**src/hdl/gp_pkg.sv**
```systemverilog
// Package with register map, command codes, status bits and timing for the gripper.
package gp_pkg;

  ////////////////////////////////////////////////////////////////////////////
  // Register byte offsets on the Wishbone bus.
  localparam logic [7:0] OFS_COMMAND  = 8'h00;
  localparam logic [7:0] OFS_PROFILE  = 8'h04;
  localparam logic [7:0] OFS_RECIPE   = 8'h08;
  localparam logic [7:0] OFS_FORCE    = 8'h0C;
  localparam logic [7:0] OFS_SPEED    = 8'h10;
  localparam logic [7:0] OFS_WINDOW   = 8'h14;
  localparam logic [7:0] OFS_OUTER    = 8'h18;
  localparam logic [7:0] OFS_INNER    = 8'h1C;
  localparam logic [7:0] OFS_PART     = 8'h20;
  localparam logic [7:0] OFS_STATUS   = 8'h24;
  localparam logic [7:0] OFS_FAULT    = 8'h28;
  localparam logic [7:0] OFS_POSITION = 8'h2C;

  ////////////////////////////////////////////////////////////////////////////
  // Command image values.
  localparam logic [15:0] CMD_IDLE      = 16'h0000;
  localparam logic [15:0] CMD_TRANSFER  = 16'h0001;
  localparam logic [15:0] CMD_CLEAR_DIR = 16'h0004;
  localparam logic [15:0] CMD_OPEN      = 16'h0100;
  localparam logic [15:0] CMD_CLOSE     = 16'h0200;

  ////////////////////////////////////////////////////////////////////////////
  // Status image bit positions.
  localparam int BIT_HOMED     = 0;
  localparam int BIT_MOTOR_ON  = 1;
  localparam int BIT_IN_MOTION = 2;
  localparam int BIT_COMPLETE  = 3;
  localparam int BIT_BOOTED    = 6;
  localparam int BIT_AT_OUTER  = 8;
  localparam int BIT_AT_PART   = 9;
  localparam int BIT_AT_INNER  = 10;
  localparam int BIT_UNDEF_POS = 11;
  localparam int BIT_XFER_ACK  = 12;
  localparam int BIT_DIR_OUT   = 13;
  localparam int BIT_DIR_IN    = 14;
  localparam int BIT_ERROR     = 15;

  ////////////////////////////////////////////////////////////////////////////
  // Fault codes, profile and recipe values.
  localparam logic [15:0] FAULT_NONE     = 16'h0000;
  localparam logic [15:0] FAULT_BLOCKED  = 16'h0307;
  localparam logic [7:0]  PROFILE_UNIV   = 8'h67;
  localparam logic [7:0]  RECIPE_CURRENT = 8'h00;

  ////////////////////////////////////////////////////////////////////////////
  // Reset values of the parameter registers.
  localparam logic [15:0] RST_COMMAND  = 16'h0000;
  localparam logic [7:0]  RST_BYTE     = 8'h00;
  localparam logic [15:0] RST_POSITION = 16'h0000;

  ////////////////////////////////////////////////////////////////////////////
  // Timing: clock rate, boot delay and time per 0.01 mm jaw step.
  localparam int CLK_MHZ      = 125;
  localparam int BOOT_TIME_US = 200;
  localparam int BOOT_CYCLES  = BOOT_TIME_US * CLK_MHZ;
  localparam int STEP_TIME_NS = 800;
  localparam int STEP_CYCLES  = (STEP_TIME_NS * CLK_MHZ + 999) / 1000;

  ////////////////////////////////////////////////////////////////////////////
  // Controller states.
  typedef enum logic [2:0] {
    ST_BOOT = 3'b001,
    ST_IDLE = 3'b010,
    ST_MOVE = 3'b100
  } gp_state_e;

endpackage : gp_pkg

```
**src/hdl/gp_tick.sv**
```systemverilog
// Free-running divider giving one-cycle pulses every PERIOD clocks.
module gp_tick
#(
  parameter int PERIOD = 100
)
(
  // Clock and reset
  input  wire logic I_MCLK,
  input  wire logic I_RST_N,
  // Pulse output
  output logic      o_tick
);

  localparam int W = (PERIOD > 1) ? $clog2(PERIOD) : 1;
  localparam logic [W-1:0] LAST = W'(PERIOD - 1);

  typedef struct packed {
    logic [W-1:0] cnt;
    logic         tick;
  } gp_tick_s;

  gp_tick_s r_q;
  gp_tick_s r_d;

  always_comb
  begin
    r_d      = r_q;
    r_d.tick = (r_q.cnt == LAST);
    r_d.cnt  = (r_q.cnt == LAST) ? '0 : r_q.cnt + W'(1);
  end

  always_ff @(posedge I_MCLK or negedge I_RST_N)
  begin
    if (!I_RST_N)
      r_q <= '0;
    else
      r_q <= r_d;
  end

  assign o_tick = r_q.tick;

endmodule // gp_tick

```
**src/hdl/gp_window.sv**
```systemverilog
// Tolerance window compare of the jaw position against one target.
module gp_window
#(
  parameter int W = 16
)
(
  // Operands
  input  wire logic [W-1:0] i_pos,
  input  wire logic [W-1:0] i_target,
  input  wire logic [7:0]   i_tol,
  // Result
  output logic              o_hit
);

  logic [W-1:0] diff;

  // Absolute distance, so the window acts in both directions.
  always_comb
  begin
    diff  = (i_pos >= i_target) ? i_pos - i_target : i_target - i_pos;
    o_hit = (diff <= W'(i_tol));
  end

endmodule // gp_window

```
**src/hdl/gp_gripper.sv**
```systemverilog
// Command interpreter and status reporting of the electric parallel gripper.
//
// Operation
// - Report active fault code as 16 bits
// - Report jaw position in 0.01 mm units
// - Keep position between outer and inner target
// - Start reporting right after boot completes
// - Set transfer acknowledge after taking parameters
// - Clear acknowledge on release; host waits
// - Command 0x0200 drives jaws inward
// - Command 0x0100 drives jaws outward
// - New handshake aborts running motion
// - Set bits 8, 9, 10 at positions
// - Sticky direction flags alternate per move
// - Refuse repeat move in flagged direction
// - Command 0x0004 clears bits 13, 14
// - Blocked move reports fault 0x307
// - Recipe index 0 uses transferred parameters
// - Profile 103 selects universal mode
// - Bit 13 outward, bit 14 inward
// - Booted flag bit 6 after boot
//
// The implementer's own choices: register access over Wishbone and the register addresses.
module gp_gripper
  import gp_pkg::*;
#(
  parameter int BOOT_CLKS = BOOT_CYCLES,
  parameter int STEP_CLKS = STEP_CYCLES,
  parameter int POS_W     = 16
)
(
  // Clock and reset
  input  wire logic              I_MCLK,
  input  wire logic              I_RST_N,
  // Wishbone slave
  input  wire logic              I_WB_CYC,
  input  wire logic              I_WB_STB,
  input  wire logic              I_WB_WE,
  input  wire logic [7:0]        I_WB_ADR,
  input  wire logic [3:0]        I_WB_SEL,
  input  wire logic [31:0]       I_WB_DAT,
  output logic      [31:0]       O_WB_DAT,
  output logic                   O_WB_ACK,
  // Drive feedback
  input  wire logic              I_JAW_BLOCKED,
  // Cyclic process data and drive outputs
  output logic      [15:0]       O_STATUS_IMAGE,
  output logic      [15:0]       O_FAULT_CODE,
  output logic      [POS_W-1:0]  O_JAW_POSITION,
  output logic                   O_DRIVE_IN,
  output logic                   O_DRIVE_OUT
);

  ////////////////////////////////////////////////////////////////////////////
  // State of the block.

  typedef struct packed {
    gp_state_e        state;
    logic             ack;
    logic [31:0]      rdat;
    logic [15:0]      command_image;
    logic [7:0]       profile_select;
    logic [7:0]       recipe_index;
    logic [7:0]       force_level;
    logic [7:0]       speed_level;
    logic [7:0]       position_window;
    logic [POS_W-1:0] outer_target;
    logic [POS_W-1:0] inner_target;
    logic [POS_W-1:0] part_target;
    logic [7:0]       act_profile;
    logic [7:0]       act_window;
    logic [POS_W-1:0] act_outer;
    logic [POS_W-1:0] act_inner;
    logic [POS_W-1:0] act_part;
    logic             params_ok;
    logic             transfer_ack;
    logic             flag_out;
    logic             flag_in;
    logic             move_in;
    logic             complete;
    logic             drive_in;
    logic             drive_out;
    logic [15:0]      fault_code;
    logic [POS_W-1:0] jaw_position;
    logic [15:0]      status_image;
  } gp_regs_s;

  gp_regs_s r_q;
  gp_regs_s r_d;

  logic boot_tick;
  logic step_tick;
  logic hit_outer;
  logic hit_inner;
  logic hit_part;

  ////////////////////////////////////////////////////////////////////////////
  // Helpers: boot delay, step rate and the three position windows.

  gp_tick #(.PERIOD (BOOT_CLKS)) u_boot_timer (
    .I_MCLK  (I_MCLK),
    .I_RST_N (I_RST_N),
    .o_tick  (boot_tick)
  );

  gp_tick #(.PERIOD (STEP_CLKS)) u_step_timer (
    .I_MCLK  (I_MCLK),
    .I_RST_N (I_RST_N),
    .o_tick  (step_tick)
  );

  gp_window #(.W (POS_W)) u_win_outer (
    .i_pos    (r_q.jaw_position),
    .i_target (r_q.act_outer),
    .i_tol    (r_q.act_window),
    .o_hit    (hit_outer)
  );

  gp_window #(.W (POS_W)) u_win_part (
    .i_pos    (r_q.jaw_position),
    .i_target (r_q.act_part),
    .i_tol    (r_q.act_window),
    .o_hit    (hit_part)
  );

  gp_window #(.W (POS_W)) u_win_inner (
    .i_pos    (r_q.jaw_position),
    .i_target (r_q.act_inner),
    .i_tol    (r_q.act_window),
    .o_hit    (hit_inner)
  );

  ////////////////////////////////////////////////////////////////////////////
  // Byte-lane merge for the 16-bit registers; upper lanes are ignored.

  function automatic logic [15:0] merge16(input logic [15:0] old,
                                          input logic [31:0] wdat,
                                          input logic [3:0]  sel);
    logic [15:0] res;
    res = old;
    if (sel[0])
      res[7:0] = wdat[7:0];
    if (sel[1])
      res[15:8] = wdat[15:8];
    return res;
  endfunction

  ////////////////////////////////////////////////////////////////////////////
  // Next-state logic.

  logic        bus_req;
  logic        bus_wr;
  logic        cmd_close;
  logic        cmd_open;
  logic        at_target;
  logic [15:0] stat;

  always_comb
  begin
    r_d       = r_q;
    bus_req   = I_WB_CYC && I_WB_STB && !r_q.ack;
    bus_wr    = bus_req && I_WB_WE;
    cmd_close = (r_q.command_image == CMD_CLOSE);
    cmd_open  = (r_q.command_image == CMD_OPEN);
    at_target = r_q.move_in ? (r_q.jaw_position >= r_q.act_inner)
                            : (r_q.jaw_position <= r_q.act_outer);
    stat      = '0;

    // Bus: one registered answer per request, ack one cycle after the request and dropped the next cycle.
    r_d.ack  = bus_req;
    r_d.rdat = '0;
    if (bus_req && !I_WB_WE)
    begin
      case (I_WB_ADR)
        OFS_COMMAND:  r_d.rdat = {16'h0000, r_q.command_image};
        OFS_PROFILE:  r_d.rdat = {24'h00_0000, r_q.profile_select};
        OFS_RECIPE:   r_d.rdat = {24'h00_0000, r_q.recipe_index};
        OFS_FORCE:    r_d.rdat = {24'h00_0000, r_q.force_level};
        OFS_SPEED:    r_d.rdat = {24'h00_0000, r_q.speed_level};
        OFS_WINDOW:   r_d.rdat = {24'h00_0000, r_q.position_window};
        OFS_OUTER:    r_d.rdat = 32'(r_q.outer_target);
        OFS_INNER:    r_d.rdat = 32'(r_q.inner_target);
        OFS_PART:     r_d.rdat = 32'(r_q.part_target);
        OFS_STATUS:   r_d.rdat = {16'h0000, r_q.status_image};
        OFS_FAULT:    r_d.rdat = {16'h0000, r_q.fault_code};
        OFS_POSITION: r_d.rdat = 32'(r_q.jaw_position);
        default:      r_d.rdat = '0;
      endcase
    end
    if (bus_wr)
    begin
      case (I_WB_ADR)
        OFS_COMMAND:
          r_d.command_image = merge16(r_q.command_image, I_WB_DAT, I_WB_SEL);
        OFS_PROFILE: if (I_WB_SEL[0]) r_d.profile_select = I_WB_DAT[7:0];
        OFS_RECIPE: if (I_WB_SEL[0]) r_d.recipe_index = I_WB_DAT[7:0];
        OFS_FORCE: if (I_WB_SEL[0]) r_d.force_level = I_WB_DAT[7:0];
        OFS_SPEED: if (I_WB_SEL[0]) r_d.speed_level = I_WB_DAT[7:0];
        OFS_WINDOW: if (I_WB_SEL[0]) r_d.position_window = I_WB_DAT[7:0];
        OFS_OUTER:
          r_d.outer_target = POS_W'(merge16(16'(r_q.outer_target),
                                            I_WB_DAT, I_WB_SEL));
        OFS_INNER:
          r_d.inner_target = POS_W'(merge16(16'(r_q.inner_target),
                                            I_WB_DAT, I_WB_SEL));
        OFS_PART:
          r_d.part_target = POS_W'(merge16(16'(r_q.part_target),
                                           I_WB_DAT, I_WB_SEL));
        default: ;
      endcase
    end

    // Controller. Commands are judged from the stored command image.
    case (r_q.state)
      ST_BOOT:
        if (boot_tick)
          r_d.state = ST_IDLE;
      ST_IDLE, ST_MOVE:
      begin
        if (r_q.command_image == CMD_TRANSFER && !r_q.transfer_ack)
        begin
          // Only the live parameter set exists; stored recipes are absent.
          if (r_q.recipe_index == RECIPE_CURRENT)
          begin
            r_d.act_profile = r_q.profile_select;
            r_d.act_window  = r_q.position_window;
            r_d.act_outer   = r_q.outer_target;
            r_d.act_inner   = r_q.inner_target;
            r_d.act_part    = r_q.part_target;
            r_d.params_ok   = 1'b1;
            // Pull the reported position into the new travel range.
            if (r_q.jaw_position < r_q.outer_target)
              r_d.jaw_position = r_q.outer_target;
            else if (r_q.jaw_position > r_q.inner_target)
              r_d.jaw_position = r_q.inner_target;
          end
          r_d.transfer_ack = 1'b1;
          r_d.state        = ST_IDLE;
          r_d.fault_code   = FAULT_NONE;
        end
        else if (r_q.command_image == CMD_IDLE && r_q.transfer_ack)
          r_d.transfer_ack = 1'b0;
        else if (r_q.command_image == CMD_CLEAR_DIR)
        begin
          r_d.flag_out = 1'b0;
          r_d.flag_in  = 1'b0;
        end
        else if (r_q.state == ST_IDLE)
        begin
          // A move starts only with a completed handshake and the
          // universal profile; the flag of that direction must be clear.
          if (r_q.params_ok && !r_q.transfer_ack &&
              r_q.act_profile == PROFILE_UNIV)
          begin
            if (cmd_close && !r_q.flag_in)
            begin
              r_d.state      = ST_MOVE;
              r_d.move_in    = 1'b1;
              r_d.flag_in    = 1'b1;
              r_d.flag_out   = 1'b0;
              r_d.complete   = 1'b0;
              r_d.fault_code = FAULT_NONE;
            end
            else if (cmd_open && !r_q.flag_out)
            begin
              r_d.state      = ST_MOVE;
              r_d.move_in    = 1'b0;
              r_d.flag_out   = 1'b1;
              r_d.flag_in    = 1'b0;
              r_d.complete   = 1'b0;
              r_d.fault_code = FAULT_NONE;
            end
          end
        end
        else
        begin
          // Moving: the move ends once its command is dropped, unless the new command is CMD_CLEAR_DIR, which holds ST_MOVE without steps.
          if (r_q.move_in ? !cmd_close : !cmd_open)
            r_d.state = ST_IDLE;
          else if (at_target)
          begin
            r_d.state    = ST_IDLE;
            r_d.complete = 1'b1;
          end
          else if (step_tick && I_JAW_BLOCKED)
          begin
            r_d.state      = ST_IDLE;
            r_d.fault_code = FAULT_BLOCKED;
          end
          else if (step_tick)
          begin
            // Steps stay inside [outer, inner], never passing a target.
            if (r_q.move_in)
              r_d.jaw_position = r_q.jaw_position + POS_W'(1);
            else
              r_d.jaw_position = r_q.jaw_position - POS_W'(1);
          end
        end
      end
      default:
        r_d.state = ST_BOOT;
    endcase

    // Status image, refreshed every cycle once booted.
    if (r_q.state != ST_BOOT)
    begin
      stat[BIT_HOMED]     = 1'b1;
      stat[BIT_MOTOR_ON]  = (r_q.state == ST_MOVE);
      stat[BIT_IN_MOTION] = (r_q.state == ST_MOVE);
      stat[BIT_COMPLETE]  = r_q.complete;
      stat[BIT_BOOTED]    = 1'b1;
      stat[BIT_AT_OUTER]  = r_q.params_ok && hit_outer;
      stat[BIT_AT_PART]   = r_q.params_ok && hit_part;
      stat[BIT_AT_INNER]  = r_q.params_ok && hit_inner;
      stat[BIT_UNDEF_POS] = !(r_q.params_ok &&
                              (hit_outer || hit_part || hit_inner));
      stat[BIT_XFER_ACK]  = r_q.transfer_ack;
      stat[BIT_DIR_OUT]   = r_q.flag_out;
      stat[BIT_DIR_IN]    = r_q.flag_in;
      stat[BIT_ERROR]     = (r_q.fault_code != FAULT_NONE);
    end
    r_d.status_image = stat;
    r_d.drive_in     = (r_q.state == ST_MOVE) && r_q.move_in;
    r_d.drive_out    = (r_q.state == ST_MOVE) && !r_q.move_in;
  end

  ////////////////////////////////////////////////////////////////////////////
  // Registers.

  always_ff @(posedge I_MCLK or negedge I_RST_N)
  begin
    if (!I_RST_N)
    begin
      r_q                 <= '0;
      r_q.state           <= ST_BOOT;
      r_q.command_image   <= RST_COMMAND;
      r_q.profile_select  <= RST_BYTE;
      r_q.recipe_index    <= RST_BYTE;
      r_q.force_level     <= RST_BYTE;
      r_q.speed_level     <= RST_BYTE;
      r_q.position_window <= RST_BYTE;
      r_q.jaw_position    <= RST_POSITION;
      r_q.fault_code      <= FAULT_NONE;
    end
    else
    begin
      r_q <= r_d;
    end
  end

  ////////////////////////////////////////////////////////////////////////////
  // Outputs, all straight from flip-flops.

  assign O_WB_ACK       = r_q.ack;
  assign O_WB_DAT       = r_q.rdat;
  assign O_STATUS_IMAGE = r_q.status_image;
  assign O_FAULT_CODE   = r_q.fault_code;
  assign O_JAW_POSITION = r_q.jaw_position;
  assign O_DRIVE_IN     = r_q.drive_in;
  assign O_DRIVE_OUT    = r_q.drive_out;

endmodule // gp_gripper

```
**config.mk**
```make
export PLATFORM = sky130hd
export DESIGN_NAME = gp_gripper
export DESIGN_NICKNAME = d
export VERILOG_FILES = /design/src/hdl/gp_pkg.sv /design/src/hdl/gp_tick.sv /design/src/hdl/gp_window.sv /design/src/hdl/gp_gripper.sv
export SDC_FILE = /design/constraint.sdc
export NUM_CORES = 1
export LEC_CHECK = 0
export BUFFER_PORTS_ARGS = -buffer_cell sky130_fd_sc_hd__clkbuf_2
export CAP_MARGIN = 20
export CORE_MARGIN = 3
export CORE_UTILIZATION = 35
export DETAILED_ROUTE_END_ITERATION = 16
export PLACE_DENSITY_LB_ADDON = 0.08
export SETUP_SLACK_MARGIN = 0.3
export SYNTH_ARGS = -nofsm -noshare
export SYNTH_HDL_FRONTEND = slang
export SYNTH_SLANG_ARGS = --single-unit
```
**constraint.sdc**
```tcl
create_clock -name I_MCLK -period 5.3 [get_ports I_MCLK]
set_input_delay 0 -clock I_MCLK [delete_from_list [all_inputs] [get_ports I_MCLK]]
set_output_delay 0 -clock I_MCLK [all_outputs]
set_load 0.01 [all_outputs]
```
After elaboration in Yosys (flattened, before gate mapping)
Cells that the tools add are included.
{ "classes": {"magnitude_cmp": 9, "eq_ne": 43, "addsub": 10, "n_bitwise": 3, "reduce_logical": 62, "mux": 51} }
{ "ops": {"columns": ["operator", "n"], "rows": [
  ["two-way mux 16 bit", 15],
  ["two-way mux 32 bit", 6],
  ["case mux 16 bit (12 select lines)", 1],
  ["subtractor 16 bit", 6],
  [">= comparator 16 bit", 3],
  ["less-or-equal comparator 16 x 8 -> 1 bit", 3],
  ["AND reduction 3 bit", 14],
  ["two-way mux 3 bit", 12],
  ["equality test 8 x 5 -> 1 bit (second input constant)", 4],
  ["equality test 8 x 6 -> 1 bit (second input constant)", 4],
  ["logical AND 1 bit", 17],
  ["adder 16 x 1 -> 16 bit (second input constant)", 1],
  ["equality test 16 x 1 -> 1 bit (second input constant)", 1],
  ["equality test 16 x 10 -> 1 bit (second input constant)", 1],
  ["equality test 16 x 3 -> 1 bit (second input constant)", 1],
  ["equality test 16 x 9 -> 1 bit (second input constant)", 1],
  ["equality test 8 x 4 -> 1 bit (second input constant)", 2],
  ["greater-than comparator 16 bit", 1],
  ["less-or-equal comparator 16 bit", 1],
  ["logical NOT 16 bit", 1],
  ["logical NOT 8 bit", 2],
  ["< comparator 16 bit", 1],
  ["two-way mux 4 bit", 4],
  ["AND reduction 8 bit", 2],
  ["36 further kinds", 74]
]} }
{ "word_totals": {"elab_cells": 214, "inputBits": 50, "output_inout_bits": 83, "ff_bits": 281} }

Longest topological paths before layout
{ "logic_depth": {"ltp_word": 10, "mapped_depth": 22} }

By module
From an unflattened synthesis, not the netlist that was laid out.
{ "hier_totals": {"hier_cells": 2013, "hier_area_um2": 19097.1} }
{ "modules_own_cells": {"columns": ["mod", "area_each_um2", "seq_area_each_um2", "n_inst", "cells_per_inst"], "rows": [
  ["gp_gripper", 12236.7, 5606.6, 1, 1116],
  ["gp_window at u_win_outer ...", 1936.9, 0.0, 2, 267],
  ["gp_window at u_win_inner", 1806.7, 0.0, 1, 257],
  ["gp_tick at u_boot_timer", 809.5, 400.4, 1, 76],
  ["gp_tick at u_step_timer", 370.4, 200.2, 1, 30]
]} }

Least setup slack after synthesis
OpenSTA, ideal clock, no wires.
{ "synth_timing": {"kind": "reg-to-reg", "startpoint": "register r_q, in the netlist O_JAW_POSITION[1]", "endpoint": "register r_q, in the netlist O_STATUS_IMAGE[8]", "n_path_buf": 2, "path_stages_with_launch": 21, "setup_slack_ns": 0.806, "period_less_slack_ns": 4.494, "setup_time_ns": 0.067, "t_required_ns": 5.233, "arrival_ns": 4.428, "path_cell_list": "dfrtp_1 > inv_1 > ha_1 > nand4_1 > nor4_1 > a311oi_1 > nand2_2 > buf_2 > buf_1 > mux2_2 > ha_1 > nor2b_1 > o21ai_0 > nand2b_1 > a21oi_1 > o21ai_0 > a31oi_1 > o21ai_0 > a211o_1 > a311oi_1 > and3_1"} }
{ "synth_rtl": {"columns": ["element", "line_no", "text"], "rows": [
  ["start, declared", "gp_gripper.sv:88", "gp_regs_s r_q;"],
  ["start signal, assigned", "gp_gripper.sv:347", "r_q <= r_d;"]
]} }

==> results.txt <==
The flow ran to the end, but the final reports show violations. The final reports fail on hold timing. The half-perimeter wire length after detailed placement is 43,900 um. The internal portion of total power was 3.30 mW; the die height was 230 um.

The static leakage was 9.39 nW. For the level count of the clock H-tree, the log shows 1. For this block, the initial DRC count from the detailed router was 829. The wire length of the first global-routing pass is 88,100 um.

The area fraction in and, or, nand and nor cells after synthesis is 12.5%, and the fraction of final layout cells with drive strength greater than 1 is 16.5%. The wire length per cell came out at 21.8 um. For the number of antenna repair diodes, the log shows 0. The critical path is of the register to register type. The CTS buffer count was 30. Counting along the longest clock path gives a buffer depth of 3. The final count of hold timing violations was 7; the worst IR drop on VDD was 205 uV.

Dividing total power by cell area gives a power density of 217 nW/um^2. The congestion estimate from routability-driven global placement came to 0.890. The clock transition at the registers of the reported paths is 0.07 ns, and the time the final worst path needs with I/O delays and setup is 4.76 ns. The synthesized netlist occupies a cell area of 17,600 um^2. The final count of pins violating max slew was 0. Global routing used 21.3% of the available tracks. For this design, the sink count on the clock tree is 248. In the finished design, the share of the clock period the worst path needs comes to 89.8%. The element type at the critical path end is a register. The biggest area contributor in the post-synthesis netlist is dfrtp_1. The synthesized netlist contains 79 unique library cells. Traced cell by cell, the critical path runs through inv_1 -> ha_1 -> inv_1 -> fa_1 -> nand3_1 -> a311oi_4 -> nor4_4 -> or3_4 -> mux2_2 -> ha_1 -> nor2b_1 -> o21a_1 -> o21a_1 -> o211ai_1 -> a21o_1 -> a21oi_1 -> nor4_1 -> nand4_1 -> o22ai_2 -> o31ai_1.

Number of standard-cell rows in the floorplan: 81. In the routed layout, each cell is associated on average with a via count of 5.42. After synthesis, flip-flops and latches occupy 35.3% of the total area. For this run, the post-layout net count is 2,156. From left edge to right edge, the die measures 230 um. The total DRC errors in the routed layout is 0, and the insertion delay of the later-clocked pin in the worst-skew pair is 0.57 ns. The synthesized netlist devotes 18.3% of its cell area to compound gates. The headroom to the max-slew limit came out at 25.8%. In this run, flip-flops and latches consume 44.8% of the power.

At the worst endpoint, the required time is 5.75 ns. The buffer and inverter count on the worst path is 2. The clock root buffer master was clkbuf_16.

The detailed-router iteration count before antenna repair was 5. The share of total power dissipated in the clock network is 52.2%. The worst setup path is launched from a register.

Data on the critical path arrives at its endpoint at 5.21 ns. Synthesis inferred 248 register bits. The final worst hold slack was -0.0185 ns. The synthesized design contains 0 enable-type register cells.

For the number of instances in the synthesized netlist, the log shows 1,879. After layout, the worst setup slack is 0.539 ns. After Yosys synthesis, XOR and XNOR cells account for 3.43% of the synthesized area.

The run gives 49,400 um^2 as the total core area. During I/O placement, the number of pins put on the boundary was 133. For this run, the leading register cell type out of synthesis is dfrtp_1. During synthesis, Yosys emitted a total of 0 warnings. For the final routed database, the setup TNS stands at 0 ns.

By area, the combinational part of the netlist is dominated by compound AO/OA/AOI/OAI gates. The tools report the power share of the combinational group as 3.0%. The run gives 0.475 ns as the post-placement worst setup slack. Largest driver fanout on the critical path: 11.

Relative to the synthesized area, the layout overhead comes to 11.7%. Static timing analysis puts the maximum clock frequency at 210 MHz. The initial utilization of the core area, before any placement, comes to 35.7%. Floorplan die area: 53,000 um^2. The number of antenna violations at the first check in global routing was 0. In this run the post-CTS setup repair buffer count came out at 0. The switching power as a share of total power works out to 22.4%.

Multiplexer cells account for 9.98% of the synthesized area. The run gives 14,480 as the number of global-route vias before repair. Entering global routing, the biggest net connects 113 pins. Once detail routing completed, the nets flagged for antenna violations numbered 0.

In this run the biggest area consumer among cell types represents 35.1% of the synthesized area. The proportion of register bits with asynchronous set or reset after synthesis is 100%. Post-detailed-routing wire length: 57,200 um. TritonCTS built the clock tree.

The logs give 14,196 for the total via count in the routed design and 0 for the max-capacitance violation count. The total overflow left after global routing is 0. In this design, the stage delay of the slowest critical-path cell is 0.40 ns.

The pin slew with the least headroom to its limit was 1.08 ns; the adder-cell share of the synthesized area was 12.5%. The average cell area after synthesis is 9.37 um^2. Clock skew: 0.0121 ns.

Yosys attributes the largest share of cell area to dfrtp_1, ha_1, mux2_2. Dominant delay contributor by cell family on the critical path: simple AND/OR/NAND/NOR gates. The tightest min-delay check is of the input port to asynchronous set/reset pin type. Input and output buffers added on the ports amount to 84.

Setup violations remaining at the end of the flow were counted as 0. Among all stages on the critical path, the largest delay is contributed by fa_1. Setup repair after global routing could not meet its margin everywhere. The run gives 0.955 mW as the reported net switching power.
cells by family (layout without fill, tap and decap cells):
group,after synthesis,count (layout)
AO/OA/AOI/OAI,493,493
XOR/XNOR,69,69
adder cells (fa/ha/maj),171,171
buffers and inverters,284,330
flip-flops,248,248
multiplexers,159,159
other,1,30
AND/OR/NAND/NOR,454,454
path summary, 6_finish.rpt:
path                                               start                            end  slack [ns]  cells past startpoint
setup / recovery           O_JAW_POSITION[0]$_DFFE_PN0P_   O_STATUS_IMAGE[11]$_DFF_PN0_        0.54                     20
hold / removal                                   I_RST_N  u_boot_timer.r_q[9]$_DFF_PN0_       -0.02                      2
setup reg to reg           O_JAW_POSITION[0]$_DFFE_PN0P_   O_STATUS_IMAGE[11]$_DFF_PN0_        0.54                     20
hold reg to reg            u_boot_timer.o_tick$_DFF_PN0_           r_q[257]$_DFFE_PN1P_        0.46                      1
max in group asynchronous                        I_RST_N            r_q[89]$_DFFE_PN0P_        4.04                      3
min in group I_MCLK                          I_WB_ADR[6]          O_WB_DAT[2]$_DFF_PN0_        0.16                      4
area by class of cell:
type / count / area (um^2)
multi-input cells: 1376 / 10100
repair buffers: 144 / 947
clock inverters: 12 / 195
clock buffers: 39 / 856
flip-flops and latches: 248 / 6210
inverters: 135 / 507
well taps: 664 / 831
fillers: 4974 / 29700
power groups by stage:
stage	logic [mW]	clock network [mW]	registers (mW)
after floorplan	0.0552	0	1.94
after global placement	0.120	0	1.94
after detailed placement	0.121	0	1.94
after CTS	0.133	2.28	1.91
after global routing	0.146	2.37	1.91
final	0.129	2.22	1.91
cells in the mapped netlist, types with 14 or more instances:
| library cell | n |
|---|---|
| buf_2 | 18 |
| nor2_1 | 100 |
| nor2b_1 | 19 |
| xor2_1 | 32 |
| a21o_1 | 52 |
| a21oi_1 | 106 |
| dfrtp_1 | 247 |
| nand4_1 | 30 |
| mux2_2 | 124 |
| buf_4 | 82 |
| a22o_1 | 14 |
| a31oi_1 | 30 |
| mux2i_1 | 27 |
| nor4_1 | 18 |
| clkbuf_1 | 40 |
| o21a_1 | 15 |
| nand2_1 | 157 |
| ha_1 | 164 |
| a22oi_1 | 35 |
| a211oi_1 | 22 |
| o21ai_0 | 122 |
| a221oi_1 | 17 |
| inv_1 | 135 |
| xnor2_1 | 37 |
| nand3_1 | 32 |
| nor3_1 | 22 |
cell usage in the layout (no fill, tap or decap), drive strengths merged, types with 32 or more instances in the layout:
master / instances
mux2: 132
buf: 41
dfrtp: 247
ha: 164
clkbuf: 122
a21oi: 107
nand3: 32
nor2: 100
a21o: 52
nand2: 158
o21ai: 122
xnor2: 37
a22oi: 35
xor2: 32
inv: 135
stage by stage:
| stage | utilization [%] | hold WS (ns) | instances | area [um^2] | total power [mW] |
|---|---|---|---|---|---|
| final | 39.8 | -0.0185 | 2618 | 19700 | 4.26 |
| after CTS | 39.8 | 0.0271 | 2617 | 19600 | 4.32 |
| after detailed placement | 37.2 | 0.0471 | 2546 | 18400 | 2.06 |
| after global routing | 39.8 | 0.0530 | 2618 | 19700 | 4.42 |
| after global placement | 37.2 | 0.0435 | 2546 | 18400 | 2.06 |
| after floorplan | - | -0.296 | 1908 | 17700 | 1.99 |
sequential cells by signal (all words and copies together), names as in the netlist, 7 cells and up:
name and flops:
O_STATUS_IMAGE 11, O_JAW_POSITION 16, u_boot_timer.r_q 15, u_step_timer.r_q 7
r_q 177, O_WB_DAT 16
worst register-to-register path, delay by kind of cell (launching register included):
family / cells / cell delay [ns]
AOI/OAI and AO/OA: 8 / 1.27
adders and majority gates: 3 / 0.91
buffers and inverters: 2 / 0.29
DFF: 1 / 0.37
muxes: 1 / 0.37
and+or+nand+nor: 6 / 1.42
what timing repair did:
action                                  4_1_cts  5_1_grt
hold endpoints to repair                    187        0
endpoints found under the setup margin        0        2
hold buffers                                 20        0
gates resized for setup                       0        2
routing by layer:
| metal | track usage (%) | vias up | share of wire [%] |
|---|---|---|---|
| met2 | 36.3 | 281 | 47 |
| met1 | 29.5 | 7086 | 47 |
| met4 | 4.91 | 0 | 2.2 |
| met3 | 1.86 | 74 | 3.2 |
| li1 | - | 6755 | - |
| met5 | 0 | - | 0 |
No activity file was read; power rests on OpenSTA's default activity.
